===== config.mk =====
export PLATFORM = sky130hd
export DESIGN_NAME = threshold_irq_enable_cfg
export DESIGN_NICKNAME = d
export VERILOG_FILES = /design/src/threshold_irq_pkg.sv /design/src/crossing_detect.sv /design/src/threshold_irq_enable_cfg.sv
export VERILOG_INCLUDE_DIRS = /design/src
export SDC_FILE = /design/constraint.sdc
export NUM_CORES = 1
export LEC_CHECK = 0
export BUFFER_PORTS_ARGS = -buffer_cell sky130_fd_sc_hd__buf_2
export CORE_MARGIN = 2
export CORE_UTILIZATION = 50
export CTS_BUF_LIST = sky130_fd_sc_hd__clkbuf_4 sky130_fd_sc_hd__clkbuf_8 sky130_fd_sc_hd__clkbuf_16
export DETAILED_ROUTE_END_ITERATION = 10
export PLACE_DENSITY = 0.84
export SLEW_MARGIN = 15
export SYNTH_ARGS = -nofsm -noshare
export SYNTH_HDL_FRONTEND = slang
export SYNTH_HIERARCHICAL = 1
export SYNTH_SLANG_ARGS = --single-unit

===== constraint.sdc =====
create_clock -name clk_i -period 2.95 [get_ports clk_i]
set_input_delay 0.59 -clock clk_i [delete_from_list [all_inputs] [get_ports clk_i]]
set_output_delay 0.59 -clock clk_i [all_outputs]
set_load 0.05 [all_outputs]

===== src/threshold_irq_enable_cfg_params.svh =====
// offsets, field positions, reset values and selector codes of the threshold interrupt block
`ifndef THRESHOLD_IRQ_ENABLE_CFG_PARAMS_SVH
`define THRESHOLD_IRQ_ENABLE_CFG_PARAMS_SVH

// printed register indices; byte address is four times the index
`define EN_CFG_INDEX      8'h28
`define THR89_INDEX       8'h2d
`define EN_CFG_ADDR       8'ha0
`define THR89_ADDR        8'hb4
// status, mask and relation registers
`define IRQ_STAT_ADDR     8'hc0
`define IRQ_MASK_ADDR     8'hc4
`define RELATION_ADDR     8'hc8

// reset values
`define EN_CFG_RESET      24'h000000
`define THR89_RESET       20'h00000
`define IRQ_STAT_RESET    12'h000
`define IRQ_MASK_RESET    12'h000

// selector field positions inside the enable register
`define SW22_SEL_LSB      0
`define SW23_SEL_LSB      6
`define SUPPLY_A_SEL_LSB  16
`define SUPPLY_B_SEL_LSB  20

// threshold field positions inside the threshold 8/9 register
`define THR8_LSB          0
`define THR9_LSB          10

// 2-bit edge selector codes
`define SEL_NONE          2'h0
`define SEL_RISE          2'h1
`define SEL_FALL          2'h2
`define SEL_BOTH          2'h3

// number of input/threshold pairings watched
`define NUM_CHAN          12

`endif


===== src/threshold_irq_pkg.sv =====
// types shared by the threshold interrupt block and its crossing detector
`default_nettype none
package threshold_irq_pkg;

    // classic wishbone request from the master
    typedef struct packed {
        logic        cyc;
        logic        stb;
        logic        we;
        logic [7:0]  adr;
        logic [3:0]  sel;
        logic [31:0] dat;
    } wb_req_t;

    // threshold values supplied from outside the block
    typedef struct packed {
        logic [9:0] multi_level_threshold_a;
        logic [9:0] multi_level_threshold_b;
        logic [9:0] multi_level_threshold_c;
        logic [9:0] supply_first_threshold_a;
        logic [9:0] supply_first_threshold_b;
        logic [9:0] supply_second_threshold_a;
        logic [9:0] supply_second_threshold_b;
    } thr_set_t;

    // converted samples, each with its valid strobe
    typedef struct packed {
        logic [9:0] supply_sample;
        logic       supply_valid;
        logic [9:0] switch_input_twentytwo;
        logic       twentytwo_valid;
        logic [9:0] switch_input_twentythree;
        logic       twentythree_valid;
    } sample_set_t;

    // bus answer state
    typedef enum logic [0:0] {
        BUS_IDLE,
        BUS_ACK
    } bus_state_t;

    // state of one crossing detector
    typedef struct packed {
        logic primed;
        logic above;
        logic evt;
    } det_state_t;

    // state of the register block
    typedef struct packed {
        logic [23:0] en_cfg;
        logic [19:0] thr89;
        logic [11:0] status;
        logic [11:0] mask;
        bus_state_t  bus;
        logic [31:0] rdata;
    } main_state_t;

endpackage
`default_nettype wire


===== src/crossing_detect.sv =====
// crossing detector for one input/threshold pairing with edge selection
`include "threshold_irq_enable_cfg_params.svh"
`default_nettype none
module crossing_detect (
    // clock and reset
    input  wire logic       clk_i,
    input  wire logic       rst_i,
    // sample and threshold
    input  wire logic [9:0] sample_i,
    input  wire logic       valid_i,
    input  wire logic [9:0] threshold_i,
    // edge selector
    input  wire logic [1:0] select_i,
    // results
    output logic            evt_o,
    output logic            above_o
);
    import threshold_irq_pkg::*;

    det_state_t st_r;    // registered state
    det_state_t st_nxt;  // next state
    logic       gt;      // new sample above threshold
    logic       rise;    // below to above
    logic       fall;    // above to below

    // relation of each sample is kept; the first one after reset only primes it
    always_comb begin
        st_nxt = st_r;
        st_nxt.evt = 1'b0;
        gt = sample_i > threshold_i;
        rise = !st_r.above && gt;
        fall = st_r.above && !gt;
        if (valid_i) begin
            st_nxt.primed = 1'b1;
            st_nxt.above = gt;
            if (st_r.primed) begin
                unique case (select_i)
                    `SEL_NONE: st_nxt.evt = 1'b0;
                    `SEL_RISE: st_nxt.evt = rise;
                    `SEL_FALL: st_nxt.evt = fall;
                    `SEL_BOTH: st_nxt.evt = rise || fall;
                endcase
            end
        end
    end

    // state register
    always_ff @(posedge clk_i) begin
        if (rst_i) begin
            st_r <= '0;
        end else begin
            st_r <= st_nxt;
        end
    end

    assign evt_o = st_r.evt;
    assign above_o = st_r.above;
endmodule
`default_nettype wire


===== src/threshold_irq_enable_cfg.sv =====
// threshold crossing interrupt enables for the supply input and switch inputs 22 and 23
//
// How it works
// - selector 00 gives no interrupt
// - selector 01 interrupts on upward crossing
// - selector 10 interrupts on downward crossing
// - selector 11 interrupts on both crossings
// - bits 23-20 select supply second set
// - bits 19-16 select supply first set
// - bits 15-6 input 23, pairs 3A-3C
// - fourth input 23 pair selects threshold eight
// - top input 23 pair selects threshold nine
// - bits 5-0 input 22, pairs 3A-3C
// - thresholds eight and nine software programmable
`include "threshold_irq_enable_cfg_params.svh"
`default_nettype none
module threshold_irq_enable_cfg (
    // clock and reset
    input  wire logic                           clk_i,
    input  wire logic                           rst_i,
    // wishbone slave
    input  wire threshold_irq_pkg::wb_req_t     wb_req_i,
    output logic                                wb_ack_o,
    output logic [31:0]                         wb_dat_o,
    // threshold values
    input  wire threshold_irq_pkg::thr_set_t    thr_i,
    // converted samples
    input  wire threshold_irq_pkg::sample_set_t smp_i,
    // interrupt
    output logic                                irq_o
);
    import threshold_irq_pkg::*;

    ////////////////////////////////////////////////////////////////
    // helpers
    ////////////////////////////////////////////////////////////////

    // word address match; byte lanes within the word are ignored
    function automatic logic addr_hit(input logic [7:0] a, input logic [7:0] b);
        return a[7:2] == b[7:2];
    endfunction

    // byte lane mask from wishbone select
    function automatic logic [31:0] byte_mask(input logic [3:0] sel);
        return {{8{sel[3]}}, {8{sel[2]}}, {8{sel[1]}}, {8{sel[0]}}};
    endfunction

    // merge write data into an old word lane by lane
    // lanes that sel leaves out keep their old contents
    function automatic logic [31:0] merge(input logic [31:0] old,
                                          input logic [31:0] din,
                                          input logic [3:0]  sel);
        return (old & ~byte_mask(sel)) | (din & byte_mask(sel));
    endfunction

    ////////////////////////////////////////////////////////////////
    // declarations
    ////////////////////////////////////////////////////////////////

    main_state_t st_r;                       // registered state
    main_state_t st_nxt;                     // next state
    logic [9:0]  ch_smp [`NUM_CHAN];         // sample per channel
    logic        ch_vld [`NUM_CHAN];         // valid per channel
    logic [9:0]  ch_thr [`NUM_CHAN];         // threshold per channel
    logic [11:0] ch_evt;                     // crossing pulses
    logic [11:0] ch_above;                   // current relations
    logic [11:0] clr;                        // write-one-to-clear bits
    logic        req;                        // request present
    logic        wr;                         // write completes this edge
    logic [31:0] rd_mux;                     // read data selection
    logic [31:0] wmerge;                     // merged write word

    ////////////////////////////////////////////////////////////////
    // channel routing
    ////////////////////////////////////////////////////////////////

    // channel i uses selector bits [2i+1:2i] of the enable register,
    // so the status and mask bit i line up with selector pair i
    // and the relation bit i as well
    always_comb begin
        // input 22 against the multi-level set
        ch_smp[0] = smp_i.switch_input_twentytwo;
        ch_smp[1] = smp_i.switch_input_twentytwo;
        ch_smp[2] = smp_i.switch_input_twentytwo;
        ch_vld[0] = smp_i.twentytwo_valid;
        ch_vld[1] = smp_i.twentytwo_valid;
        ch_vld[2] = smp_i.twentytwo_valid;
        ch_thr[0] = thr_i.multi_level_threshold_a;
        ch_thr[1] = thr_i.multi_level_threshold_b;
        ch_thr[2] = thr_i.multi_level_threshold_c;
        // input 23 against the multi-level set
        ch_smp[3] = smp_i.switch_input_twentythree;
        ch_smp[4] = smp_i.switch_input_twentythree;
        ch_smp[5] = smp_i.switch_input_twentythree;
        ch_vld[3] = smp_i.twentythree_valid;
        ch_vld[4] = smp_i.twentythree_valid;
        ch_vld[5] = smp_i.twentythree_valid;
        ch_thr[3] = thr_i.multi_level_threshold_a;
        ch_thr[4] = thr_i.multi_level_threshold_b;
        ch_thr[5] = thr_i.multi_level_threshold_c;
        // input 23 against thresholds eight and nine
        // eight and nine live in this block; other levels come in as ports
        ch_smp[6] = smp_i.switch_input_twentythree;
        ch_smp[7] = smp_i.switch_input_twentythree;
        ch_vld[6] = smp_i.twentythree_valid;
        ch_vld[7] = smp_i.twentythree_valid;
        ch_thr[6] = st_r.thr89[`THR8_LSB +: 10];
        ch_thr[7] = st_r.thr89[`THR9_LSB +: 10];
        // supply against the first set
        ch_smp[8] = smp_i.supply_sample;
        ch_smp[9] = smp_i.supply_sample;
        ch_vld[8] = smp_i.supply_valid;
        ch_vld[9] = smp_i.supply_valid;
        ch_thr[8] = thr_i.supply_first_threshold_a;
        ch_thr[9] = thr_i.supply_first_threshold_b;
        // supply against the second set
        ch_smp[10] = smp_i.supply_sample;
        ch_smp[11] = smp_i.supply_sample;
        ch_vld[10] = smp_i.supply_valid;
        ch_vld[11] = smp_i.supply_valid;
        ch_thr[10] = thr_i.supply_second_threshold_a;
        ch_thr[11] = thr_i.supply_second_threshold_b;
    end

    ////////////////////////////////////////////////////////////////
    // crossing detectors
    ////////////////////////////////////////////////////////////////

    // one detector per pairing; a selector change acts on the next sample
    // relations are tracked even under selector 00, so enabling a pair
    // later cannot fire on a stale relation
    for (genvar i = 0; i < `NUM_CHAN; i++) begin : g_det
        crossing_detect u_det (
            .clk_i       (clk_i),
            .rst_i       (rst_i),
            .sample_i    (ch_smp[i]),
            .valid_i     (ch_vld[i]),
            .threshold_i (ch_thr[i]),
            .select_i    (st_r.en_cfg[2*i +: 2]),
            .evt_o       (ch_evt[i]),
            .above_o     (ch_above[i])
        );
    end

    ////////////////////////////////////////////////////////////////
    // read multiplexer
    ////////////////////////////////////////////////////////////////

    // unmapped words read as zero, reserved bits as zero
    // the word is captured as the request is taken, a cycle before ack
    always_comb begin
        rd_mux = 32'h00000000;
        if (addr_hit(wb_req_i.adr, `EN_CFG_ADDR)) begin
            rd_mux = {8'h00, st_r.en_cfg};
        end else if (addr_hit(wb_req_i.adr, `THR89_ADDR)) begin
            rd_mux = {12'h000, st_r.thr89};
        end else if (addr_hit(wb_req_i.adr, `IRQ_STAT_ADDR)) begin
            rd_mux = {20'h00000, st_r.status};
        end else if (addr_hit(wb_req_i.adr, `IRQ_MASK_ADDR)) begin
            rd_mux = {20'h00000, st_r.mask};
        end else if (addr_hit(wb_req_i.adr, `RELATION_ADDR)) begin
            rd_mux = {20'h00000, ch_above};
        end
    end

    ////////////////////////////////////////////////////////////////
    // next state
    ////////////////////////////////////////////////////////////////

    // ack follows one cycle after the request is seen; the write lands on
    // the same edge at which the master samples ack, never earlier
    always_comb begin
        st_nxt = st_r;
        clr = 12'h000;
        req = wb_req_i.cyc && wb_req_i.stb;
        wr = (st_r.bus == BUS_ACK) && req && wb_req_i.we;
        wmerge = 32'h00000000;
        // bus answer
        unique case (st_r.bus)
            BUS_IDLE: begin
                if (req) begin
                    st_nxt.bus = BUS_ACK;
                    // the captured word stands through the ack cycle
                    st_nxt.rdata = rd_mux;
                end
            end
            BUS_ACK: begin
                // master must release after ack, so go idle
                // a stb still high next cycle is taken as a new request
                st_nxt.bus = BUS_IDLE;
            end
        endcase
        // register writes, lane by lane
        if (wr) begin
            if (addr_hit(wb_req_i.adr, `EN_CFG_ADDR)) begin
                wmerge = merge({8'h00, st_r.en_cfg}, wb_req_i.dat, wb_req_i.sel);
                st_nxt.en_cfg = wmerge[23:0];
            end else if (addr_hit(wb_req_i.adr, `THR89_ADDR)) begin
                wmerge = merge({12'h000, st_r.thr89}, wb_req_i.dat, wb_req_i.sel);
                st_nxt.thr89 = wmerge[19:0];
            end else if (addr_hit(wb_req_i.adr, `IRQ_MASK_ADDR)) begin
                wmerge = merge({20'h00000, st_r.mask}, wb_req_i.dat, wb_req_i.sel);
                st_nxt.mask = wmerge[11:0];
            end else if (addr_hit(wb_req_i.adr, `IRQ_STAT_ADDR)) begin
                wmerge = wb_req_i.dat & byte_mask(wb_req_i.sel);
                clr = wmerge[11:0];
            end
        end
        // sticky status; a crossing in the clearing cycle wins
        // so clearing old bits never loses a fresh crossing
        st_nxt.status = (st_r.status & ~clr) | ch_evt;
    end

    ////////////////////////////////////////////////////////////////
    // state register
    ////////////////////////////////////////////////////////////////

    // every field has a constant reset value
    // the bus state resets idle, so no stale ack follows reset
    always_ff @(posedge clk_i) begin
        if (rst_i) begin
            st_r.en_cfg <= `EN_CFG_RESET;
            st_r.thr89 <= `THR89_RESET;
            st_r.status <= `IRQ_STAT_RESET;
            st_r.mask <= `IRQ_MASK_RESET;
            st_r.bus <= BUS_IDLE;
            st_r.rdata <= 32'h00000000;
        end else begin
            st_r <= st_nxt;
        end
    end

    ////////////////////////////////////////////////////////////////
    // outputs
    ////////////////////////////////////////////////////////////////

    // ack straight from the answer state, data from its register
    assign wb_ack_o = (st_r.bus == BUS_ACK);
    assign wb_dat_o = st_r.rdata;
    // level interrupt while any unmasked status bit is set
    // it falls on the edge at which a clearing write lands
    assign irq_o = |(st_r.status & st_r.mask);
endmodule
`default_nettype wire


After elaboration in Yosys (flattened, before gate mapping)
Cells that the tools add are included.

Bits in registers: 128. Input port bits: 152. Output and inout port bits: 34. Word-level logic and storage cells: 214.

$lt $le $gt $ge: 12. Eq/ne operators: 41. Mux-type cells: 24. Bitwise gates (word level): 21. Reduce and logical (&&, ||, !) cells: 83.

Operator list (count): $gt A10 B10 Y1 (12); $mux W12 (8); $and A24 B24 Y24 (2); $eq A2 B2 Y1 const B (24); $pmux W1 S4 (12); $and A12 B12 Y12 (3); $mux W33 (1); $eq A6 B6 Y1 const B (5); $logic_and A1 B1 Y1 (27); $eq A2 B1 Y1 const B (12); $logic_not A1 Y1 (24); $logic_not A2 Y1 (12); $mux W24 (1); $not A24 Y24 (1); $or A12 B12 Y12 (2); $or A24 B24 Y24 (1); $and A20 B20 Y20 (1); $mux W20 (1); $or A20 B20 Y20 (1); $logic_or A1 B1 Y1 (12); $not A12 Y12 (1); $reduce_or A12 Y1 (1); $not A1 Y1 (9); $reduce_or A3 Y1 (3); 4 further kinds (5).

Logic depth before layout (Yosys ltp)
Gate-level depths: netlist of the first run.

Depth in word-level cells: 9. Depth in mapped cells: 11. Depth with buffers taken out: 11.

Cells and area by module
The synthesis of the first run kept the hierarchy.

By module, submodules not included: crossing_detect (instances 12, cells an instance 55, area each 420.4 um^2, seq. area each 60.1 um^2); threshold_irq_enable_cfg (instances 1, cells an instance 464, area each 4250.3 um^2, seq. area each 1861.8 um^2).

Worst setup path before layout of the first run
OpenSTA, ideal clock, no wires.

Kind: input to register. Start: input port thr_i[33] (netlist name). End: register g_det[8].u_det.st_r, in the netlist g_det[8].u_det/evt_o. Library setup time: 0.078 ns. Arrival time: 2.303 ns. Required time: 2.872 ns. Slack: 0.569 ns. Cell stages on the path: 10. Path buffers: 0. Path through: inv_1 > ha_1 > a21o_1 > a21o_1 > a2111oi_2 > nor2_1 > ha_1 > mux2i_1 > a21oi_1 > nor3_1.

Word-level cells in the longest chain between the ends: 5. Elaborated cells between the ends (all ways): 6. Classes of those cells: order compare: 1; mux: 1; reduce/logical: 4.

RTL lines: start: declaration (RTL line threshold_irq_enable_cfg.sv:26) `input wire threshold_irq_pkg::thr_set_t thr_i,`; $gt A10 B10 Y1 (*) (RTL line crossing_detect.sv:30) `gt = sample_i > threshold_i;`; via g_det[8].u_det.gt (RTL line crossing_detect.sv:22) `logic gt;`; $logic_not A1 Y1 (RTL line crossing_detect.sv:32) `fall = st_r.above && !gt;`; $logic_and A1 B1 Y1 (RTL line crossing_detect.sv:32); $logic_or A1 B1 Y1 (RTL line crossing_detect.sv:41) `` `SEL_BOTH: st_nxt.evt = rise || fall; ``; $pmux W1 S4 (*) (RTL line crossing_detect.sv:37) `unique case (select_i)`; end signal: assignment (RTL line crossing_detect.sv:52) `st_r <= st_nxt;`; end: declaration (RTL line crossing_detect.sv:20) `det_state_t st_r;`.

The timed path passes the listed nets; every way through them passes the cells marked *. A chain may end at the register's enable or synchronous reset.

==> results by group, run 1 <==
Yosys
  • Post-Synthesis Cell Area: a little over 9000 um2
  • Mux share of post-synthesis cell area: between 7 and 8%
  • EDFF count, synth: 0
  • Compound-gate portion of the synthesized area: around 17%
  • Simple-Gate Fraction of Synth Area: 16.42%
  • Synth Register Bits: 129
  • Ys flop type: dfxtp_1
  • Async SR Flop Fraction: 0%
  • Yosys cell types: 42
  • Post-Synth Adder-Cell Area: ~19%
  • Yosys warns: 6
  • Post-synthesis sequential area ratio: between 20 and 30%
  • Largest family of logic cells by synthesized area: adder cells
  • Post-Synthesis Cells: around 1100
  • Post-Synth XOR/XNOR Area: 0%
  • Avg Cell Area, Syn: ~8.3 um2

Pwr
  • VDD IR max: 0.3833 mV
  • Pwr Total: 4821 uW
  • PwrDens: ~440 nW/um2
  • Cell leakage power: 0.005516 uW

Placed design
  • Final HPWL DP: 19670 um
  • Post-DP Area: 10260 um2
  • Placer Congestion: 0.9182
  • I/O Buffers: around 170

Detailed routing
  • Initial DRC count: around 700
  • DR vias/cell: between 5 and 6
  • Via count: between 8000 and 9000
  • Total wire length: approximately 25000 um
  • # DRC: 0
  • First-pass DRT Iterations: 6
  • ANT nets after route: 0
  • Wire per inst: between 15 and 20 um

GRT
  • GRT Total Usage: 25.68%
  • Vias in the first global route: roughly 8400
  • Initial antenna violation count: 0
  • Largest net degree at the start of global routing: 47
  • First-pass GRT wire length: about 41000 um
  • Gr ovfl total: 0

Cells and area
  • Final instance area: ~11000 um2
  • Synth-to-layout area growth: 16.79%
  • Share of layout cells above drive strength 1: between 10% and 20%
  • Nets: ~1600
  • FILL cells: around 1500

Clock network
  • Post-CTS Setup Inserts: 0
  • Root buffer cell: clkbuf_16
  • Clock sink count: approximately 130
  • Clk buf depth: 2
  • Clock buffer count from CTS: 17
  • Hold buffer count at cts: 0
  • Reg clk slew, reported paths: ~0.06 ns
  • Cts repair resizes: 0
  • CTS tree: built
  • Skew-Pair Late Insertion Delay: approximately 0.42 ns
  • H-tree lvl count: 4

Setup path
  • CP Data Arrival Time: 2.79 ns
  • CP required: 3.29 ns
  • CP max FO: 3
  • CP endpoint kind: flip-flop
  • Slowest stage delay, CP: about 0.5 ns
  • Worst Setup Start Kind: flip-flop
  • Crit-path cells: inv_1 -> ha_1 -> a21o_1 -> a21o_1 -> a2111oi_2 -> nor2_1 -> ha_1 -> mux2i_1 -> a21oi_1 -> nor3_1
  • Path type of the worst setup path: flip-flop to flip-flop
  • Slowest CP cell: a2111oi_2

Floorplan
  • Row cnt: slightly below 50
  • Die Ht: around 140 um
  • Core area: 18090 um2
  • Io pins: between 150 and 200
  • Initial Util: around half
  • Die Width: about 140 um
  • Die area: 19700 um2

Status
  • Status: completed

Flow run
  • Max-cap violation count: 0

STA
  • Slew Viols, Final: 0
  • Worst-Margin Slew: 0.7425 ns
  • Final Critical Period: 2.445 ns
  • Fin crit share: 82.87%
  • Max_slew headroom: 50.35%
  • Final setup violation count: 0
  • F_max: around 410 MHz
  • Worst hold slack: about 0.42 ns
  • TNS Setup: 0 ns
  • Final Hold Viols: 0
  • Worst Skew: around 0.012 ns
  • Unrepaired setup endpoints after global routing: no

Hold path
  • HP Class: primary input to flip-flop
==> final timing paths <==
check / from / cells past startpoint / end / slack (ns)
max: flip-flop / 10 / g_det[6].u_det/evt_o / 0.51
min: wb_req_i[22] / 3 / flip-flop / 0.42
max reg2reg: flip-flop / 10 / g_det[6].u_det/evt_o / 0.51
min reg2reg: g_det[2].u_det/st_r[2] / 2 / g_det[2].u_det/evt_o / 0.44
==> synthesized netlist by cell type, types with 2 or more instances <==
cell type  count  area share, %
nand2b_1      19            1.3
nand4_2        3           0.40
dfxtp_1      129             28
nor2_1       132            5.3
a21o_1        24            1.9
o31ai_1       12           0.97
o41ai_1       12            1.1
a311oi_1      12            1.1
o21ai_0       24            1.3
or4_1          7           0.57
mux2i_1       69            7.4
a221oi_1      22            2.1
a22o_1         3           0.28
a21oi_1       41            2.2
a2111oi_2     12            1.9
nand2_1       53            2.1
and4bb_1       2           0.27
a211oi_1      24            1.9
and3_1         2           0.13
o211ai_1      19            1.5
nor3_1        20            1.1
or3_1         12           0.81
o2111ai_1      4           0.38
nor2b_1        9           0.61
buf_2          5           0.27
nand3b_1       2           0.16
nand4_1       29            2.0
inv_1        191            7.7
o22ai_1        7           0.47
or2_1         12           0.81
buf_4         34            2.7
nand3_1        5           0.27
ha_1         144             19
clkbuf_1      21           0.85
==> logic make-up after synthesis <==
family                     after synthesis
and+or+nand+nor                        313
buffers and inverters                  251
AOI/OAI and AO/OA                      217
adders and majority gates              144
DFF                                    129
muxes                                   69
other                                    1
==> cells in the final DEF, fill, tap and decap left out, types with 22 or more instances in the layout <==
cell type    n
a211oi_1    24
a21o_1      24
a21oi_1     41
a221oi_1    22
buf_2      165
buf_4       22
dfxtp_1    129
ha_1       144
inv_1      191
mux2i_1     69
nand2_1     53
nand4_1     29
nor2_1     132
o21ai_0     24
==> critical path: cells and delay by family (launching register included) <==
family	cells	cell delay [ns]
compound gates	4	0.95
fa+ha+maj	2	0.59
flops	1	0.36
simple gates	2	0.27
mux	1	0.13
buf+inv	1	0.09
==> area by class of cell <==
cell class,count,area [um2],share of cell area (%)
Multi-Input combinational cell,751,5663,52.17
Sequential cell,129,2582,23.79
Timing Repair Buffer,188,1011,9.313
Inverter,191,716.9,6.604
Clock buffer,22,488.0,4.495
Tap cell,229,286.5,2.639
Clock inverter,8,105.1,0.9682
Antenna cell,1,2.502,0.02305
==> metal layers <==
metal	up-vias	wire length, um	global-route usage, %
met5	-	0	0
met4	0	859	10.47
met3	77	1576	4.752
met2	312	12110	43.68
met1	4029	10810	32.09
li1	4206	-	-
==> report_power, final <==
part / leakage, uW / switching [uW] / internal (uW) / total [uW]
Clock: 0.000284 / 764 / 1330 / 2100
Sequential: 0.00105 / 24.4 / 1780 / 1800
Combinational: 0.00419 / 559 / 361 / 919
Total: 0.00552 / 1350 / 3470 / 4820
==> through the flow <==
step / setup WS [ns] / utilization, % / instances
global route: 0.3364 / 60.01 / 1518
floorplan: 0.5689 / - / 1131
global placement: 0.2104 / 56.73 / 1488
detailed placement: 0.1428 / 56.73 / 1488
CTS: 0.5178 / 60.01 / 1518
finish: 0.5052 / 60.02 / 1519
Note: power is estimated with default switching activity, not from simulation.
==> run 2, diff against run 1 <==
- ABC_AREA: not set -> 1
- PLACE_DENSITY: 0.84 -> 0.86
- clock period: 2.95 -> 2.2 ns (I/O delays scaled with it)
==> run 2 against run 1 <==
  * Fmax rose by 20%
  * Clock-buffer cell count grew 1
  * First-iteration DRC count down 15%
  * Power grew 36%
  * Sequential share of layout area is 1.4 points lower
  * Combinational power increased by 43%
  * Highest routed layer is now met5
  * Via count increased by 7.9%
  * Final cell count grew 20%
  * Synthesized cell count grew 23%
  * Core utilization shrank 0.93 points
  * Critical path type unchanged
  * Register-to-register slack got worse by 0.33 ns
==> results by group, run 2 <==
Status
  • Status: completed

Clock network
  • Cts repair resizes: 0 (unchanged)
  • Root buffer cell: clkbuf_16
  • Hold buffer count at cts: 0 (unchanged)
  • Skew-Pair Late Insertion Delay: 0.42 ns (about the same)
  • Clk buf depth: 2 (unchanged)
  • Clock buffer count from CTS: 17 (unchanged)
  • Reg clk slew, reported paths: 0.06 ns (about the same)
  • H-tree lvl count: 4 (unchanged)
  • Post-CTS Setup Inserts: 0 (unchanged)
  • CTS tree: built
  • Clock sink count: 129 (unchanged)

Yosys
  • Top-count cell post-synth: inv_1
  • Synth area leader: dfxtp_1
  • Synth Register Bits: 129 (unchanged)
  • Yosys warns: 6 (unchanged)
  • Post-Synthesis Cell Area: 9950 um2 (+7.0%)
  • Post-synthesis sequential area ratio: 25.96% (-1.8 points)
  • Yosys cell types: 32 (-24%)
  • Post-Synthesis Cells: 1388 (+23%)
  • Ys flop type: dfxtp_1
  • EDFF count, synth: 0 (unchanged)
  • Avg Cell Area, Syn: 7.168 um2 (-13%)
  • Share of the synthesized area in the top cell type: 25.96% (-1.8 points)
  • Synth area leaders: dfxtp_1 (26%), ha_1 (18%), inv_1 (12%)
  • Top cells by count, synth: inv_1 (312), nand2_1 (250), ha_1 (144)
  • Async SR Flop Fraction: 0% (unchanged)

Detailed routing
  • Initial DRC count: 594 (-15%)
  • Via count: 9305 (+7.9%)
  • # DRC: 0 (unchanged)
  • DR vias/cell: 5.113 (-9.9%)
  • Total wire length: 25730 um (+1.5%)
  • Wire per inst: 14.14 um (-15%)
  • First-pass DRT Iterations: 7 (+1)
  • ANT nets after route: 0 (unchanged)

Placed design
  • Placer Congestion: 0.9275 (+1.0%)
  • Post-DP Area: 10940 um2 (+6.6%)
  • Final HPWL DP: 20150 um (+2.4%)
  • Total placed cells including tap cells: 1786 (+20%)
  • I/O Buffers: 166 (unchanged)

STA
  • Final Critical Period: 2.029 ns (-0.4155 ns)
  • F_max: 492.8 MHz (+20%)
  • Max_slew headroom: 56.29% (+5.9 points)
  • Final setup violation count: 0 (unchanged)
  • Worst hold slack: 0.2566 ns (-0.1590 ns)
  • Slew Viols, Final: 0 (unchanged)
  • Worst Skew: 0.008536 ns (-0.003154 ns)
  • Unrepaired setup endpoints after global routing: no
  • Worst-Margin Slew: 0.6538 ns (-0.08870 ns)
  • Fin crit share: 92.24% (+9.4 points)
  • Final Hold Viols: 0 (unchanged)

Cells and area
  • Synth-to-layout area growth: 15.96%
  • Commonest non-fill, non-tap cells in the layout: inv_1 (312), nand2_1 (250), buf_2 (166), ha_1 (144), dfxtp_1 (129)
  • Nets: 1836 (+17%)
  • Footprint of the multi-input gates: 5837 um2 (+3.1%)
  • Share of layout cells above drive strength 1: 21.89% (+3.7 points)
  • Commonest non-fill, non-tap cell in the layout: inv_1
  • Final instance area: 11540 um2 (+6.3%)
  • Seq. cell area: 2582 um2 (unchanged)
  • Final non-filler cell total: 1820 (+20%)
  • FILL cells: 1753 (+18%)

Pwr
  • Cell leakage power: 0.006039 uW (+9.5%)
  • PwrDens: 569.5 nW/um2 (+28%)
  • VDD IR max: 0.5107 mV (+33%)

Setup path
  • Worst Setup Start Kind: flip-flop
  • CP endpoint kind: flip-flop
  • CP required: 2.47 ns (-0.82 ns)
  • Path type of the worst setup path: flip-flop to flip-flop
  • CP startpoint: wb_ack_o
  • Reg2Reg Setup Slack: 0.17 ns (-0.33 ns)
  • CP max FO: 16 (+13)
  • FF-to-FF path depth: 5 (-5)
  • R2R Path Start: wb_ack_o
  • CP Data Arrival Time: 2.30 ns (-0.49 ns)

Floorplan
  • Io pins: 186 (unchanged)
  • Die Ht: 145.1 um (+3.4%)
  • Initial Util: 50.95% (-0.44 points)
  • Row cnt: 51 (+4.1%)
  • Die area: 21040 um2 (+6.8%)
  • Die Width: 145.1 um (+3.4%)
  • Core area: 19530 um2 (+8.0%)

GRT
  • Gr ovfl total: 0 (unchanged)
  • Largest net degree at the start of global routing: 71 (+51%)
  • Initial antenna violation count: 3 (+3)
  • First-pass GRT wire length: 42210 um (+3.4%)
  • GRT Total Usage: 24.56% (-1.1 points)
  • Vias in the first global route: 9032 (+8.1%)

Hold path
  • HP Class: primary input to flip-flop
  • Hold Path Depth: 3 (unchanged)

Flow run
  • Max-cap violation count: 0 (unchanged)
run 2: changes by cell type in the layout (fill, tap and decap cells not counted), sizes merged, moves of 52 or more:
cell   delta
o21ai    +62
a21oi    +86
nand2   +234
mux2i    -69
inv     +125
nand3    +78
nor2     -52
run 2: critical path: stages, from the launching register on:
cell,delay [ns]
dfxtp_1,0.40
nand4_4,0.20
clkinv_1,0.24
nand3_1,0.51
o21ai_0,0.42
a21oi_1,0.10
run 2: power breakdown:
part,leakage (uW),switching [uW],internal [uW]
clock,0.000289,1040,1790
combinational,0.00470,838,473
sequential,0.00105,41.8,2390
run 2: cell families (layout without fill, tap and decap cells):
family	count (synthesis)	in the layout	share of synthesized area, %
adders and majority gates	144	144	18.11
and+or+nand+nor	497	497	25.85
other	1	10	0.03769
DFF	129	129	25.96
AOI/OAI and AO/OA	243	243	14.37
buffers and inverters	374	532	15.67
run 2: worst min-delay path by stage:
stage                                from        end
finish                       wb_req_i[18]  flip-flop
global route                 wb_req_i[14]  flip-flop
CTS                          wb_req_i[18]  flip-flop
floorplan            g_det[9].u_det/evt_o   st_r[54]
detailed placement   g_det[8].u_det/evt_o   st_r[53]
global placement    g_det[11].u_det/evt_o   st_r[56]
run 2: area by class of cell:
class,count,area share [%]
clock inverter,9,0.9218
multi-input combinational,892,50.59
sequential,129,22.38
clock buffer,23,4.240
timing repair buffer,183,8.632
antenna,2,0.04338
inverter,317,10.31
tap,265,2.874
run 2: metal layers:
layer	up-vias	wire length (um)	track usage, %
li1	4693	-	-
met1	4196	10640	28.46
met2	348	12470	43.69
met3	66	1905	6.792
met4	2	706	8.137
met5	-	7	0
run 2: metrics by stage:
step | total power [uW] | setup TNS, ns | util, % | setup slack (ns)
finish | 6570 | 0 | 59.09 | 0.1707
global route | 6875 | 0 | 59.07 | 0.06017
CTS | 6596 | 0 | 59.06 | 0.1677
detailed placement | 3784 | -0.2228 | 56.01 | -0.06343
global placement | 3717 | -0.1029 | 56.01 | -0.07259
floorplan | 3362 | 0 | - | 0.3595
